<file path="src/tcg_defs.vh">
`ifndef TCG_DEFS_VH
`define TCG_DEFS_VH

// ==========================================================
// Register addresses
`define TCG_ADDR_CH2_MODE 12'hf90
`define TCG_ADDR_CH1_MODE 12'hfa8
`define TCG_ADDR_TIMER_CTRL 12'hf92
`define TCG_ADDR_CH2_MODULO 12'hf94
`define TCG_ADDR_CARRIER_HW_MODULO 12'hf96
`define TCG_ADDR_LOW_COUNT 12'hf98
`define TCG_ADDR_CH1_MODULO 12'hfaa
`define TCG_ADDR_HIGH_COUNT 12'hfac
`define TCG_ADDR_CH1_OE 12'hfa6

// ==========================================================
// Reset values
`define TCG_MODE_RESET 8'h00
`define TCG_CTRL_RESET 4'h0
`define TCG_MODULO_RESET 8'hff

// ==========================================================
// Mode register fields
`define TCG_MODE_START_BIT 3
`define TCG_MODE_ENABLE_BIT 2
`define TCG_MODE_CLK_HI 6
`define TCG_MODE_CLK_LO 4
`define TCG_MODE_SEL_HI 1
`define TCG_MODE_SEL_LO 0
`define TCG_MODE_WRITE_MASK 8'h7f

// Mode select codes
`define TCG_SEL_CASCADE 2'b10
`define TCG_SEL_CARRIER 2'b11
`define TCG_SEL_IDLE 2'b00

// Clock select codes
`define TCG_CLK_C2 3'b010
`define TCG_CLK_C3 3'b011
`define TCG_CLK_C4 3'b100
`define TCG_CLK_C5 3'b101
`define TCG_CLK_C6 3'b110
`define TCG_CLK_C7 3'b111

// ==========================================================
// Timer control register fields
`define TCG_CTRL_ENV_BIT 0
`define TCG_CTRL_NEXT_ENV_BIT 1
`define TCG_CTRL_STYLE_BIT 2
`define TCG_CTRL_CH2_OE_BIT 3

// Prescaler width covers the slowest tap
`define TCG_PRESCALE_WIDTH 12

`endif

</file>
<file path="src/tcg_channel.v">
`timescale 1ns/1ps
`include "tcg_defs.vh"

module tcg_channel #(
	parameter WIDTH = 8
) (
	// Clock and reset
	input wire clk_in,
	input wire rst_in,
	// Control
	input wire tick_in,
	input wire clear_in,
	input wire wrap_in,
	input wire [WIDTH-1:0] modulo_in,
	// Status
	output reg [WIDTH-1:0] count_out,
	output wire hit_out,
	output wire carry_out
);

	// ==========================================================
	// Compare and carry
	assign hit_out = tick_in & (count_out == modulo_in);
	assign carry_out = tick_in & (&count_out);

	// ==========================================================
	// Counter
	always @(posedge clk_in) begin
		if (rst_in) begin
			count_out <= {WIDTH{1'b0}};
		end else if (clear_in) begin
			count_out <= {WIDTH{1'b0}};
		end else if (tick_in) begin
			// Wrap on the compare pulse so an interval spans modulo plus one ticks
			if (hit_out && wrap_in) begin
				count_out <= {WIDTH{1'b0}};
			end else begin
				count_out <= count_out + {{(WIDTH-1){1'b0}}, 1'b1};
			end
		end
	end

endmodule // tcg_channel

</file>
<file path="src/tcg_timer.v">
`timescale 1ns/1ps
`include "tcg_defs.vh"

module tcg_timer (
	// Clock and reset
	input wire clk_in,
	input wire rst_in,
	// CPU data-memory access, byte and single-bit
	input wire [11:0] reg_addr_in,
	input wire [7:0] reg_wdata_in,
	input wire reg_wr_in,
	input wire reg_bit_wr_in,
	input wire [2:0] reg_bit_sel_in,
	input wire reg_bit_val_in,
	output reg [7:0] reg_rdata_out,
	// Request flags towards the interrupt controller
	input wire channel1_irq_clr_in,
	input wire channel2_irq_clr_in,
	output reg channel1_irq_flag_out,
	output reg channel2_irq_flag_out,
	// Output pins
	output reg carrier_output_pin_out,
	output reg channel1_output_pin_out
);

	// ==========================================================
	// Registers
	reg [7:0] channel1_mode_reg;
	reg [7:0] channel2_mode_reg;
	reg [7:0] channel1_modulo;
	reg [7:0] channel2_modulo;
	reg [7:0] carrier_high_width_modulo;
	reg [3:0] timer_control_reg;
	reg channel1_output_enable;
	reg [`TCG_PRESCALE_WIDTH-1:0] prescale;
	reg carrier_clock;
	reg timer_output_toggle;
	reg channel1_toggle;
	reg envelope_gate;

	wire [7:0] high_counter;
	wire [7:0] low_counter;
	wire low_hit;
	wire low_carry;
	wire high_hit;
	wire wr_ch2_mode = reg_wr_in && (reg_addr_in == `TCG_ADDR_CH2_MODE);
	wire wr_ch1_mode = reg_wr_in && (reg_addr_in == `TCG_ADDR_CH1_MODE);
	wire bit_ch2_mode = reg_bit_wr_in && (reg_addr_in == `TCG_ADDR_CH2_MODE);
	wire bit_ch1_mode = reg_bit_wr_in && (reg_addr_in == `TCG_ADDR_CH1_MODE);
	wire start_bit_sel = (reg_bit_sel_in == `TCG_MODE_START_BIT);

	// ==========================================================
	// Mode decode
	wire [1:0] ch1_sel = channel1_mode_reg[`TCG_MODE_SEL_HI:`TCG_MODE_SEL_LO];
	wire [1:0] ch2_sel = channel2_mode_reg[`TCG_MODE_SEL_HI:`TCG_MODE_SEL_LO];
	wire mode16 = (ch1_sel == `TCG_SEL_CASCADE) && (ch2_sel == `TCG_SEL_CASCADE);
	wire carrier_generator_mode = (ch2_sel == `TCG_SEL_CARRIER) &&
		(ch1_sel == `TCG_SEL_IDLE);
	wire start1 = channel1_mode_reg[`TCG_MODE_START_BIT];
	wire start2 = channel2_mode_reg[`TCG_MODE_START_BIT];
	wire run1 = channel1_mode_reg[`TCG_MODE_ENABLE_BIT];
	wire run2 = channel2_mode_reg[`TCG_MODE_ENABLE_BIT];
	wire output_style_flag = timer_control_reg[`TCG_CTRL_STYLE_BIT];
	wire next_envelope_bit = timer_control_reg[`TCG_CTRL_NEXT_ENV_BIT];
	wire envelope_bit = timer_control_reg[`TCG_CTRL_ENV_BIT];
	wire channel2_output_enable = timer_control_reg[`TCG_CTRL_CH2_OE_BIT];

	// ==========================================================
	// Prescaler taps of the main oscillator clock
	always @(posedge clk_in) begin
		if (rst_in) begin
			prescale <= {`TCG_PRESCALE_WIDTH{1'b0}};
		end else begin
			prescale <= prescale + {{(`TCG_PRESCALE_WIDTH-1){1'b0}}, 1'b1};
		end
	end

	// A divide by 2^k tap pulses when the low k prescaler bits are all ones
	reg ch2_pulse;
	always @* begin
		case (channel2_mode_reg[`TCG_MODE_CLK_HI:`TCG_MODE_CLK_LO])
			`TCG_CLK_C2: ch2_pulse = prescale[0];
			`TCG_CLK_C3: ch2_pulse = 1'b1;
			`TCG_CLK_C4: ch2_pulse = &prescale[9:0];
			`TCG_CLK_C5: ch2_pulse = &prescale[7:0];
			`TCG_CLK_C6: ch2_pulse = &prescale[5:0];
			`TCG_CLK_C7: ch2_pulse = &prescale[3:0];
			default: ch2_pulse = 1'b0;
		endcase
	end

	// Carrier rising edge: the low-width compare ends the low level
	wire carrier_rise = carrier_generator_mode && low_hit && !carrier_clock;

	reg ch1_pulse;
	always @* begin
		case (channel1_mode_reg[`TCG_MODE_CLK_HI:`TCG_MODE_CLK_LO])
			`TCG_CLK_C2: ch1_pulse = carrier_rise;
			`TCG_CLK_C3: ch1_pulse = &prescale[4:0];
			`TCG_CLK_C4: ch1_pulse = &prescale[11:0];
			`TCG_CLK_C5: ch1_pulse = &prescale[9:0];
			`TCG_CLK_C6: ch1_pulse = &prescale[7:0];
			`TCG_CLK_C7: ch1_pulse = &prescale[5:0];
			default: ch1_pulse = 1'b0;
		endcase
	end

	// ==========================================================
	// Counters
	wire low_tick = (mode16 || carrier_generator_mode) && run2 && ch2_pulse;
	wire full_match = mode16 && low_hit && (high_counter == channel1_modulo);
	// High counter follows low overflow in cascade mode, its own pulse in carrier mode, no tick in any other mode
	wire high_tick = mode16 ? low_carry : (carrier_generator_mode && run1 && ch1_pulse);
	wire [7:0] low_modulo = (carrier_generator_mode && carrier_clock) ?
		carrier_high_width_modulo : channel2_modulo;
	wire low_clear = start2 || full_match;
	wire high_clear = start1 || (mode16 && (start2 || full_match));

	tcg_channel #(
		.WIDTH(8)
	) u_low (
		.clk_in(clk_in),
		.rst_in(rst_in),
		.tick_in(low_tick),
		.clear_in(low_clear),
		.wrap_in(carrier_generator_mode),
		.modulo_in(low_modulo),
		.count_out(low_counter),
		.hit_out(low_hit),
		.carry_out(low_carry)
	);

	tcg_channel #(
		.WIDTH(8)
	) u_high (
		.clk_in(clk_in),
		.rst_in(rst_in),
		.tick_in(high_tick),
		.clear_in(high_clear),
		.wrap_in(carrier_generator_mode),
		.modulo_in(channel1_modulo),
		.count_out(high_counter),
		.hit_out(high_hit),
		.carry_out()
	);

	wire ch1_event = carrier_generator_mode && high_hit;
	wire ch2_carrier_event = carrier_generator_mode && low_hit && !carrier_clock;

	// ==========================================================
	// Mode and modulo registers
	always @(posedge clk_in) begin
		if (rst_in) begin
			channel1_mode_reg <= `TCG_MODE_RESET;
			channel2_mode_reg <= `TCG_MODE_RESET;
			channel1_modulo <= `TCG_MODULO_RESET;
			channel2_modulo <= `TCG_MODULO_RESET;
			carrier_high_width_modulo <= `TCG_MODULO_RESET;
			channel1_output_enable <= 1'b0;
		end else begin
			// Start bit lives one cycle, the cycle in which it acts
			channel1_mode_reg[`TCG_MODE_START_BIT] <= 1'b0;
			channel2_mode_reg[`TCG_MODE_START_BIT] <= 1'b0;
			if (wr_ch1_mode) begin
				channel1_mode_reg <= reg_wdata_in & `TCG_MODE_WRITE_MASK;
			end
			if (wr_ch2_mode) begin
				channel2_mode_reg <= reg_wdata_in & `TCG_MODE_WRITE_MASK;
			end
			if (bit_ch1_mode && start_bit_sel) begin
				channel1_mode_reg[`TCG_MODE_START_BIT] <= reg_bit_val_in;
			end
			if (bit_ch2_mode && start_bit_sel) begin
				channel2_mode_reg[`TCG_MODE_START_BIT] <= reg_bit_val_in;
			end
			if (reg_wr_in && (reg_addr_in == `TCG_ADDR_CH1_MODULO)) begin
				channel1_modulo <= reg_wdata_in;
			end
			if (reg_wr_in && (reg_addr_in == `TCG_ADDR_CH2_MODULO)) begin
				channel2_modulo <= reg_wdata_in;
			end
			if (reg_wr_in && (reg_addr_in == `TCG_ADDR_CARRIER_HW_MODULO)) begin
				carrier_high_width_modulo <= reg_wdata_in;
			end
			// Output enable ignores byte writes
			if (reg_bit_wr_in && (reg_addr_in == `TCG_ADDR_CH1_OE) &&
				(reg_bit_sel_in == 3'h0)) begin
				channel1_output_enable <= reg_bit_val_in;
			end
		end
	end

	// ==========================================================
	// Timer control register; the envelope reload outranks a CPU write
	always @(posedge clk_in) begin
		if (rst_in) begin
			timer_control_reg <= `TCG_CTRL_RESET;
		end else begin
			if (reg_wr_in && (reg_addr_in == `TCG_ADDR_TIMER_CTRL)) begin
				timer_control_reg <= reg_wdata_in[3:0];
			end else if (reg_bit_wr_in && (reg_addr_in == `TCG_ADDR_TIMER_CTRL) &&
				!reg_bit_sel_in[2]) begin
				timer_control_reg[reg_bit_sel_in[1:0]] <= reg_bit_val_in;
			end
			if (ch1_event) begin
				timer_control_reg[`TCG_CTRL_ENV_BIT] <= next_envelope_bit;
			end
		end
	end

	// ==========================================================
	// Waveform state
	always @(posedge clk_in) begin
		if (rst_in) begin
			carrier_clock <= 1'b0;
			timer_output_toggle <= 1'b0;
			channel1_toggle <= 1'b0;
			envelope_gate <= 1'b0;
		end else begin
			if (carrier_generator_mode && start2) begin
				carrier_clock <= 1'b1;
			end else if (carrier_generator_mode && low_hit) begin
				carrier_clock <= !carrier_clock;
			end
			if (full_match) begin
				timer_output_toggle <= !timer_output_toggle;
			end
			if (ch1_event) begin
				channel1_toggle <= !channel1_toggle;
			end
			// Gate only moves while carrier is low, so pulses keep full width
			if (!carrier_clock) begin
				envelope_gate <= envelope_bit;
			end
		end
	end

	// ==========================================================
	// Request flags; a set in the clearing cycle wins
	wire set_irq1 = ch1_event;
	wire set_irq2 = full_match || ch2_carrier_event;
	always @(posedge clk_in) begin
		if (rst_in) begin
			channel1_irq_flag_out <= 1'b0;
			channel2_irq_flag_out <= 1'b0;
		end else begin
			channel1_irq_flag_out <= set_irq1 ||
				(channel1_irq_flag_out && !channel1_irq_clr_in && !start1);
			channel2_irq_flag_out <= set_irq2 ||
				(channel2_irq_flag_out && !channel2_irq_clr_in && !start2);
		end
	end

	// ==========================================================
	// Pins, registered; disabled outputs sit low
	reg next_carrier_pin;
	always @* begin
		next_carrier_pin = 1'b0;
		if (carrier_generator_mode) begin
			// Gate low forces low; style selects carrier or steady high
			next_carrier_pin = envelope_gate && (output_style_flag || carrier_clock);
		end else if (mode16) begin
			next_carrier_pin = timer_output_toggle;
		end
	end

	always @(posedge clk_in) begin
		if (rst_in) begin
			carrier_output_pin_out <= 1'b0;
			channel1_output_pin_out <= 1'b0;
		end else begin
			carrier_output_pin_out <= channel2_output_enable && next_carrier_pin;
			channel1_output_pin_out <= channel1_output_enable && channel1_toggle;
		end
	end

	// ==========================================================
	// Read port, one cycle behind the address
	always @(posedge clk_in) begin
		if (rst_in) begin
			reg_rdata_out <= 8'h00;
		end else begin
			case (reg_addr_in)
				`TCG_ADDR_CH1_MODE: reg_rdata_out <= channel1_mode_reg;
				`TCG_ADDR_CH2_MODE: reg_rdata_out <= channel2_mode_reg;
				`TCG_ADDR_TIMER_CTRL: reg_rdata_out <= {4'h0, timer_control_reg};
				`TCG_ADDR_CH1_MODULO: reg_rdata_out <= channel1_modulo;
				`TCG_ADDR_CH2_MODULO: reg_rdata_out <= channel2_modulo;
				`TCG_ADDR_CARRIER_HW_MODULO: reg_rdata_out <= carrier_high_width_modulo;
				`TCG_ADDR_HIGH_COUNT: reg_rdata_out <= high_counter;
				`TCG_ADDR_LOW_COUNT: reg_rdata_out <= low_counter;
				`TCG_ADDR_CH1_OE: reg_rdata_out <= {7'h00, channel1_output_enable};
				default: reg_rdata_out <= 8'h00;
			endcase
		end
	end

endmodule // tcg_timer

</file>
<file path="config.mk">
export PLATFORM = sky130hd
export DESIGN_NAME = tcg_timer
export DESIGN_NICKNAME = d
export VERILOG_FILES = /design/src/tcg_channel.v /design/src/tcg_timer.v
export VERILOG_INCLUDE_DIRS = /design/src /design/src/src
export SDC_FILE = /design/constraint.sdc
export NUM_CORES = 1
export LEC_CHECK = 0
export ABC_CLOCK_PERIOD_IN_PS = 7000
export BUFFER_PORTS_ARGS = -buffer_cell sky130_fd_sc_hd__buf_2
export CORE_MARGIN = 5
export CORE_UTILIZATION = 40
export CTS_BUF_LIST = sky130_fd_sc_hd__clkbuf_8
export CTS_CLUSTER_DIAMETER = 200
export DETAILED_ROUTE_END_ITERATION = 7
export HOLD_SLACK_MARGIN = 0.02
export PLACE_DENSITY_LB_ADDON = 0.05
export SYNTH_ARGS = -nofsm -noshare
export SYNTH_HDL_FRONTEND = slang
export SYNTH_SLANG_ARGS = --single-unit
</file>
<file path="constraint.sdc">
create_clock -name clk_in -period 7 [get_ports clk_in]
set_clock_uncertainty 0.2 [all_clocks]
set_input_delay 0.35 -clock clk_in [delete_from_list [all_inputs] [get_ports clk_in]]
set_output_delay 0.35 -clock clk_in [all_outputs]
set_load 0.05 [all_outputs]
</file>
# Yosys cells after proc, flatten, opt, wreduce, memory -nomap -nowiden
# Cells that the tools add are included.
[word_totals]
ram_bits = 0
latch_bits = 0
output_inout_bits = 12
word_cells = 143
mem_bits_ro = 0
mem_count = 0
register_bits = 87
[classes]
n_lt_le_gt_ge = 2
n_eq_ne = 27
n_mul = 0
div = 0
muxes = 21
n_reduce_logical = 65
n_bitwise = 3
n_shift = 0
add_sub_neg = 3
[ops]
columns = ["cell", "count"]
rows = [
  ["12-bit equality test (second input constant)", 9],
  ["8-bit one-hot mux with 9 select lines", 1],
  ["1-bit logical AND", 36],
  ["3-bit equality test (second input constant)", 8],
  ["8-bit two-way mux", 3],
  ["8-bit by 1-bit adder with 8-bit output (second input constant)", 2],
  ["8-bit equality test", 2],
  ["4-bit two-way mux", 4],
  ["8-bit AND reduction", 2],
  ["3-bit by 2-bit equality test with 1-bit output (second input constant)", 5],
  ["12-bit by 1-bit adder with 12-bit output (second input constant)", 1],
  ["1-bit one-hot mux with 6 select lines", 2],
  ["12-bit AND reduction", 1],
  ["10-bit AND reduction", 1],
  ["1-bit two-way mux", 9],
  ["1-bit logical NOT", 8],
  ["1-bit logical OR", 7],
  ["2-bit equality test (second input constant)", 3],
  ["6-bit AND reduction", 1],
  ["5-bit AND reduction", 1],
  ["4-bit bitwise mux", 1],
  ["4-bit AND reduction", 1],
  ["2-bit nonzero test", 2],
  ["2-bit OR reduction", 2],
  ["7 further kinds", 9],
]

# Logic depth before layout (Yosys ltp)
[logic_depth]
depth_word = 14
depth_mapped = 9
ltp_nobuf = 9

# By module
# Synthesis repeated with hierarchy kept, for this count alone.
[unflattened]
cells_unflattened = 533
hier_area_um2 = 4977.3
[by_module_without_submodules]
columns = ["mod", "cells_per_inst", "n_inst", "area_each_um2"]
rows = [
  ["tcg_timer", 421, 1, 3931.3],
  ["tcg_channel", 56, 2, 523.0],
]

# Least setup slack after synthesis
# Ideal clock, no wire load.
[synth_path]
path_kind = "register -> register"
from = "register prescale[0]"
to = "register channel1_toggle"
synth_period_minus_slack_ns = 2.646
arrival_time_ns = 2.322
stages_incl_launch_ff = 9
slack_ns = 4.354
cell_sequence = "dfxtp_1 -> ha_1 -> and3_1 -> a221oi_1 -> o32ai_4 -> a32o_1 -> a31o_4 -> nand2_1 -> mux2_1"
[synth_between]
elab_chain_len = 11
word_cells_on_any_way = 17
classes_between = "mux (3); bitwise (3); reduce/logical (11)"
[synth_rtl]
columns = ["element", "line_no", "rtl"]
rows = [
  ["from (decl)", "tcg_timer.v:35", "reg [`TCG_PRESCALE_WIDTH-1:0] prescale;"],
  ["from (signal assigned)", "tcg_timer.v:72", "prescale <= {`TCG_PRESCALE_WIDTH{1'b0}};"],
  ["from (signal assigned)", "tcg_timer.v:74", "prescale <= prescale + {{(`TCG_PRESCALE_WIDTH-1){1'b0}}, 1'b1};"],
  ["10-bit AND reduction, or another cell as far along", "tcg_timer.v:84, tcg_timer.v:101", ""],
  ["1-bit one-hot mux with 6 select lines", "tcg_timer.v:81", "case (channel2_mode_reg[`TCG_MODE_CLK_HI:`TCG_MODE_CLK_LO])"],
  ["1-bit logical AND", "tcg_timer.v:110", "wire low_tick = (mode16 || carrier_generator_mode) && run2 && ch2_pulse;"],
  ["1-bit bitwise AND", "tcg_channel.v:23", "assign hit_out = tick_in & (count_out == modulo_in);"],
  ["1-bit logical AND (2 in a row)", "tcg_timer.v:93", "wire carrier_rise = carrier_generator_mode && low_hit && !carrier_clock;"],
  ["1-bit one-hot mux with 6 select lines", "tcg_timer.v:97", "case (channel1_mode_reg[`TCG_MODE_CLK_HI:`TCG_MODE_CLK_LO])"],
  ["1-bit logical AND", "tcg_timer.v:113", "wire high_tick = mode16 ? low_carry : (carrier_generator_mode && run1 && ch1_pulse);"],
  ["1-bit two-way mux *", "tcg_timer.v:113", ""],
  ["1-bit bitwise AND *", "tcg_channel.v:23", ""],
  ["1-bit logical AND *", "tcg_timer.v:147", "wire ch1_event = carrier_generator_mode && high_hit;"],
  ["to (signal assigned)", "tcg_timer.v:229", "channel1_toggle <= !channel1_toggle;"],
  ["to (decl)", "tcg_timer.v:38", "reg channel1_toggle;"],
]
# Mark *: on every way between the ends. The rest lies on a longest branch, timed or not.
# A chain may end at the register's enable or synchronous reset.

# Worst setup path after layout
[layout_path]
from = "register prescale[0]"
to = "register u_high.count_out[6]"
[layout_between]
elab_chain_len = 12
word_cells_on_any_way = 24
classes_between = "mux (4); bitwise (3); reduce/logical (17)"
[layout_rtl]
columns = ["element", "line_no", "rtl"]
rows = [
  ["10-bit AND reduction, or another cell as far along", "tcg_timer.v:84, tcg_timer.v:101", ""],
  ["1-bit one-hot mux with 6 select lines", "tcg_timer.v:81", ""],
  ["1-bit logical AND", "tcg_timer.v:110", ""],
  ["1-bit bitwise AND", "tcg_channel.v:23", ""],
  ["1-bit logical AND (2 in a row)", "tcg_timer.v:93", ""],
  ["1-bit one-hot mux with 6 select lines", "tcg_timer.v:97", ""],
  ["1-bit logical AND", "tcg_timer.v:113", ""],
  ["1-bit two-way mux", "tcg_timer.v:113", ""],
  ["1-bit bitwise AND", "tcg_channel.v:23", ""],
  ["1-bit logical AND", "tcg_channel.v:35", "if (hit_out && wrap_in) begin"],
  ["8-bit two-way mux", "tcg_channel.v:35", ""],
  ["to (signal assigned)", "tcg_channel.v:30", "count_out <= {WIDTH{1'b0}};"],
  ["to (signal assigned)", "tcg_channel.v:36", "count_out <= {WIDTH{1'b0}};"],
  ["to (signal assigned)", "tcg_channel.v:38", "count_out <= count_out + {{(WIDTH-1){1'b0}}, 1'b1};"],
  ["to (decl)", "tcg_channel.v:16", "output reg [WIDTH-1:0] count_out,"],
]
# Several ways; a longest one is shown, not always the timed one.

==> metrics.txt <==
status complete, no violations; residual DRC count 0; Setup WS post-layout 3.913 ns; WL/cell 19.36 µm; CTS H-tree lvls 3; max-cap violations 0; ys flop type dfxtp_1; setup bufs post-CTS 0; root buffer cell clkbuf_8; fmax 323.9 MHz; die area 0.01399 mm²; Mapped Cells 562; first-pass GRT wire length 22800 µm; Die Height 118.3 µm; max FFs per register 12; Period Utilization, post-route 44.10%; Final Setup Violations 0; synthesized flop and latch total 87; Rows 39; Worst Setup End Kind register; Port Buffers 41; # fillers about 1.2k; placed cell count just over 700; asr flop ratio synth 0%; HPWL Detailed 10760 µm; area leader, netlist dfxtp_1; die width 118.3 µm; Clock Sink Count 87; Final Max Tran Viols 0; IO Pins 42; r2r setup slk roughly 3.9 ns; Crit Reg-Reg Startpoint prescale[0]$_SDFF_PP0_; crit path launch type register; hold depth 3; total CTS buffers 9; Worst Path Required 7.07 ns; min-delay worst type primary input to register; post-route minimum period ~3.1 ns; total negative setup slack 0 ns; Worst path max stage delay 0.41 ns; CTS tree done; DRT Pass-1 Iters 8; fin cells about 740; GRT Overall Usage 20.44%; most instantiated cells after synthesis 87 x dfxtp_1, 70 x nand2_1, 45 x nor2_1; delay-heaviest family, CP simple AND/OR/NAND/NOR gates; fin nets 630; Rel. slew slack between 10% and 20%; Core Util, Final 45.52%; Overflow after GRT 0; hold path startpoint channel2_irq_clr_in; Critical Path Fanout Max 9; CP cell instances ha_1, nand2_1, or3_4, o32ai_4, and3_1, nand4b_1, nand4b_1, mux2i_1; routed via count 4391; share of the synthesized area in the top cell type 37.15%; RSZ-0062 raised after global routing no; Synth Cell Area 0.004688 mm²; worst-margin pin slew 1.190 ns; Crit-path slowest cell dfxtp_1; worst ir drop on vdd 0.1513 mV; vias per cell 5.902; most used cell, CP nand4b_1; sequential fraction of the synthesis area 37.15%; Leakage 2.030 nW; Post-DP Area 0.005011 mm²; dpl ws 4.000 ns; # resized after CTS 0; Post-synth EDFFs 0; worst r2r dst u_high.count_out[6]$_SDFFE_PP0N_; R2R depth 8; synth unique cells 66; number of global-route vias before repair 4104; number of diodes 0; CORE AREA 0.01147 mm²; post-route ant nets 0; Total Routed Length 14410 µm; largest net degree at the start of global routing 56; Syn. warnings 0; CP bufs+invs 0; total power 0.8736 mW; Reg clk slew, reported paths 0.10 ns; Hold-fix buffers, CTS 3; Crit path arrival time 3.16 ns; placer's final routability congestion estimate just over 0.9; power per standard cell area 167.4 mW/mm²; Post-Syn Nets about 600; Final Hold Fails 0; hold path endpoint channel2_irq_flag_out$_SDFF_PP0_; top cells by area, synth dfxtp_1 37%, nand2_1 5.6%, nor2_1 3.6%; Synth-to-Final Area Change 11.34%; DRC marker count from the first detailed-route iteration around 430; latest clock arrival within the worst-skew pair 0.38 ns; share of cells above drive strength 1 around 14%; Fin Hold WS ~0.039 ns; synthesized area per cell 8.342 µm²; Largest Register prescale; most frequent cell after synthesis dfxtp_1; clk buf depth 2; initial core utilization 40.88%; post-route cell area 0.005220 mm²; initial antenna violation count 0; critical path class register to register
-- logic make-up after synthesis --
| kind of cell | count (synthesis) | synth area share, % |
|---|---|---|
| and+or+nand+nor | 258 | 29.62 |
| AOI/OAI and AO/OA | 116 | 18.44 |
| adders and majority gates | 4 | 1.068 |
| DFF | 87 | 37.15 |
| xor gates and xnor gates | 29 | 5.418 |
| buffers and inverters | 49 | 4.030 |
| muxes | 19 | 4.270 |
-- routing by layer --
| metal | global-route usage (%) | part of all wire, % | vias up |
|---|---|---|---|
| met1 | 28.93 | 47 | 2107 |
| met2 | 30.87 | 45 | 145 |
| li1 | - | - | 2116 |
| met3 | 4.298 | 6.0 | 23 |
| met5 | 0 | 0 | - |
| met4 | 7.025 | 1.9 | 0 |
-- worst register-to-register path, cell delays in order, from the launching register on --
cell	delay (ns)
dfxtp_1	0.41
ha_1	0.26
nand2_1	0.11
or3_4	0.40
o32ai_4	0.41
and3_1	0.40
nand4b_1	0.41
nand4b_1	0.27
mux2i_1	0.09
-- area by class of cell --
cell class / instances / area [µm²] / share of cell area, %
Clock inverter: 7 / 55.05 / 1.055
Sequential cell: 87 / 1742 / 33.37
Inverter: 22 / 82.58 / 1.582
Clock buffer: 9 / 123.9 / 2.373
Tap cell: 143 / 178.9 / 3.428
Multi-Input combinational cell: 426 / 2758 / 52.83
Timing Repair Buffer: 50 / 280.3 / 5.369
-- cells in the final DEF, fill, tap and decap left out, types with 10 or more instances in the layout --
| cell | netlist | final |
|---|---|---|
| a21oi_1 | 30 | 30 |
| a222oi_1 | 12 | 12 |
| and2_1 | 15 | 15 |
| and3_1 | 12 | 12 |
| buf_2 | 1 | 41 |
| dfxtp_1 | 87 | 87 |
| inv_1 | 22 | 22 |
| mux2i_1 | 11 | 11 |
| nand2_1 | 70 | 70 |
| nand3_1 | 28 | 28 |
| nand4_1 | 19 | 19 |
| nor2_1 | 45 | 45 |
| nor2b_1 | 10 | 10 |
| o211ai_1 | 11 | 11 |
| o21ai_0 | 14 | 14 |
| xnor2_1 | 19 | 19 |
| xor2_1 | 10 | 10 |
-- where the power goes --
group	internal, mW	switching [mW]	leakage [nW]
combinational	0.0165	0.0277	1.24
clock	0.133	0.199	0.0919
sequential	0.496	0.00156	0.702
total	0.646	0.228	2.03
-- how the worst max path moves through the flow --
stage / from / endpoint / slack (ns) / depth (start not counted)
after detailed placement: prescale[0]$_SDFF_PP0_ / u_high.count_out[6]$_SDFFE_PP0N_ / 4.00 / 8
final: prescale[0]$_SDFF_PP0_ / u_high.count_out[6]$_SDFFE_PP0N_ / 3.91 / 8
after global placement: prescale[0]$_SDFF_PP0_ / timer_control_reg[0]$_SDFFE_PP0P_ / 4.10 / 8
after CTS: prescale[0]$_SDFF_PP0_ / u_high.count_out[6]$_SDFFE_PP0N_ / 3.96 / 8
after floorplan: prescale[0]$_SDFF_PP0_ / channel1_toggle$_SDFFE_PP0N_ / 4.35 / 8
after global routing: channel2_mode_reg[0]$_SDFFE_PP0P_ / u_high.count_out[6]$_SDFFE_PP0N_ / 3.70 / 7
(Power assumes the default switching activity.)
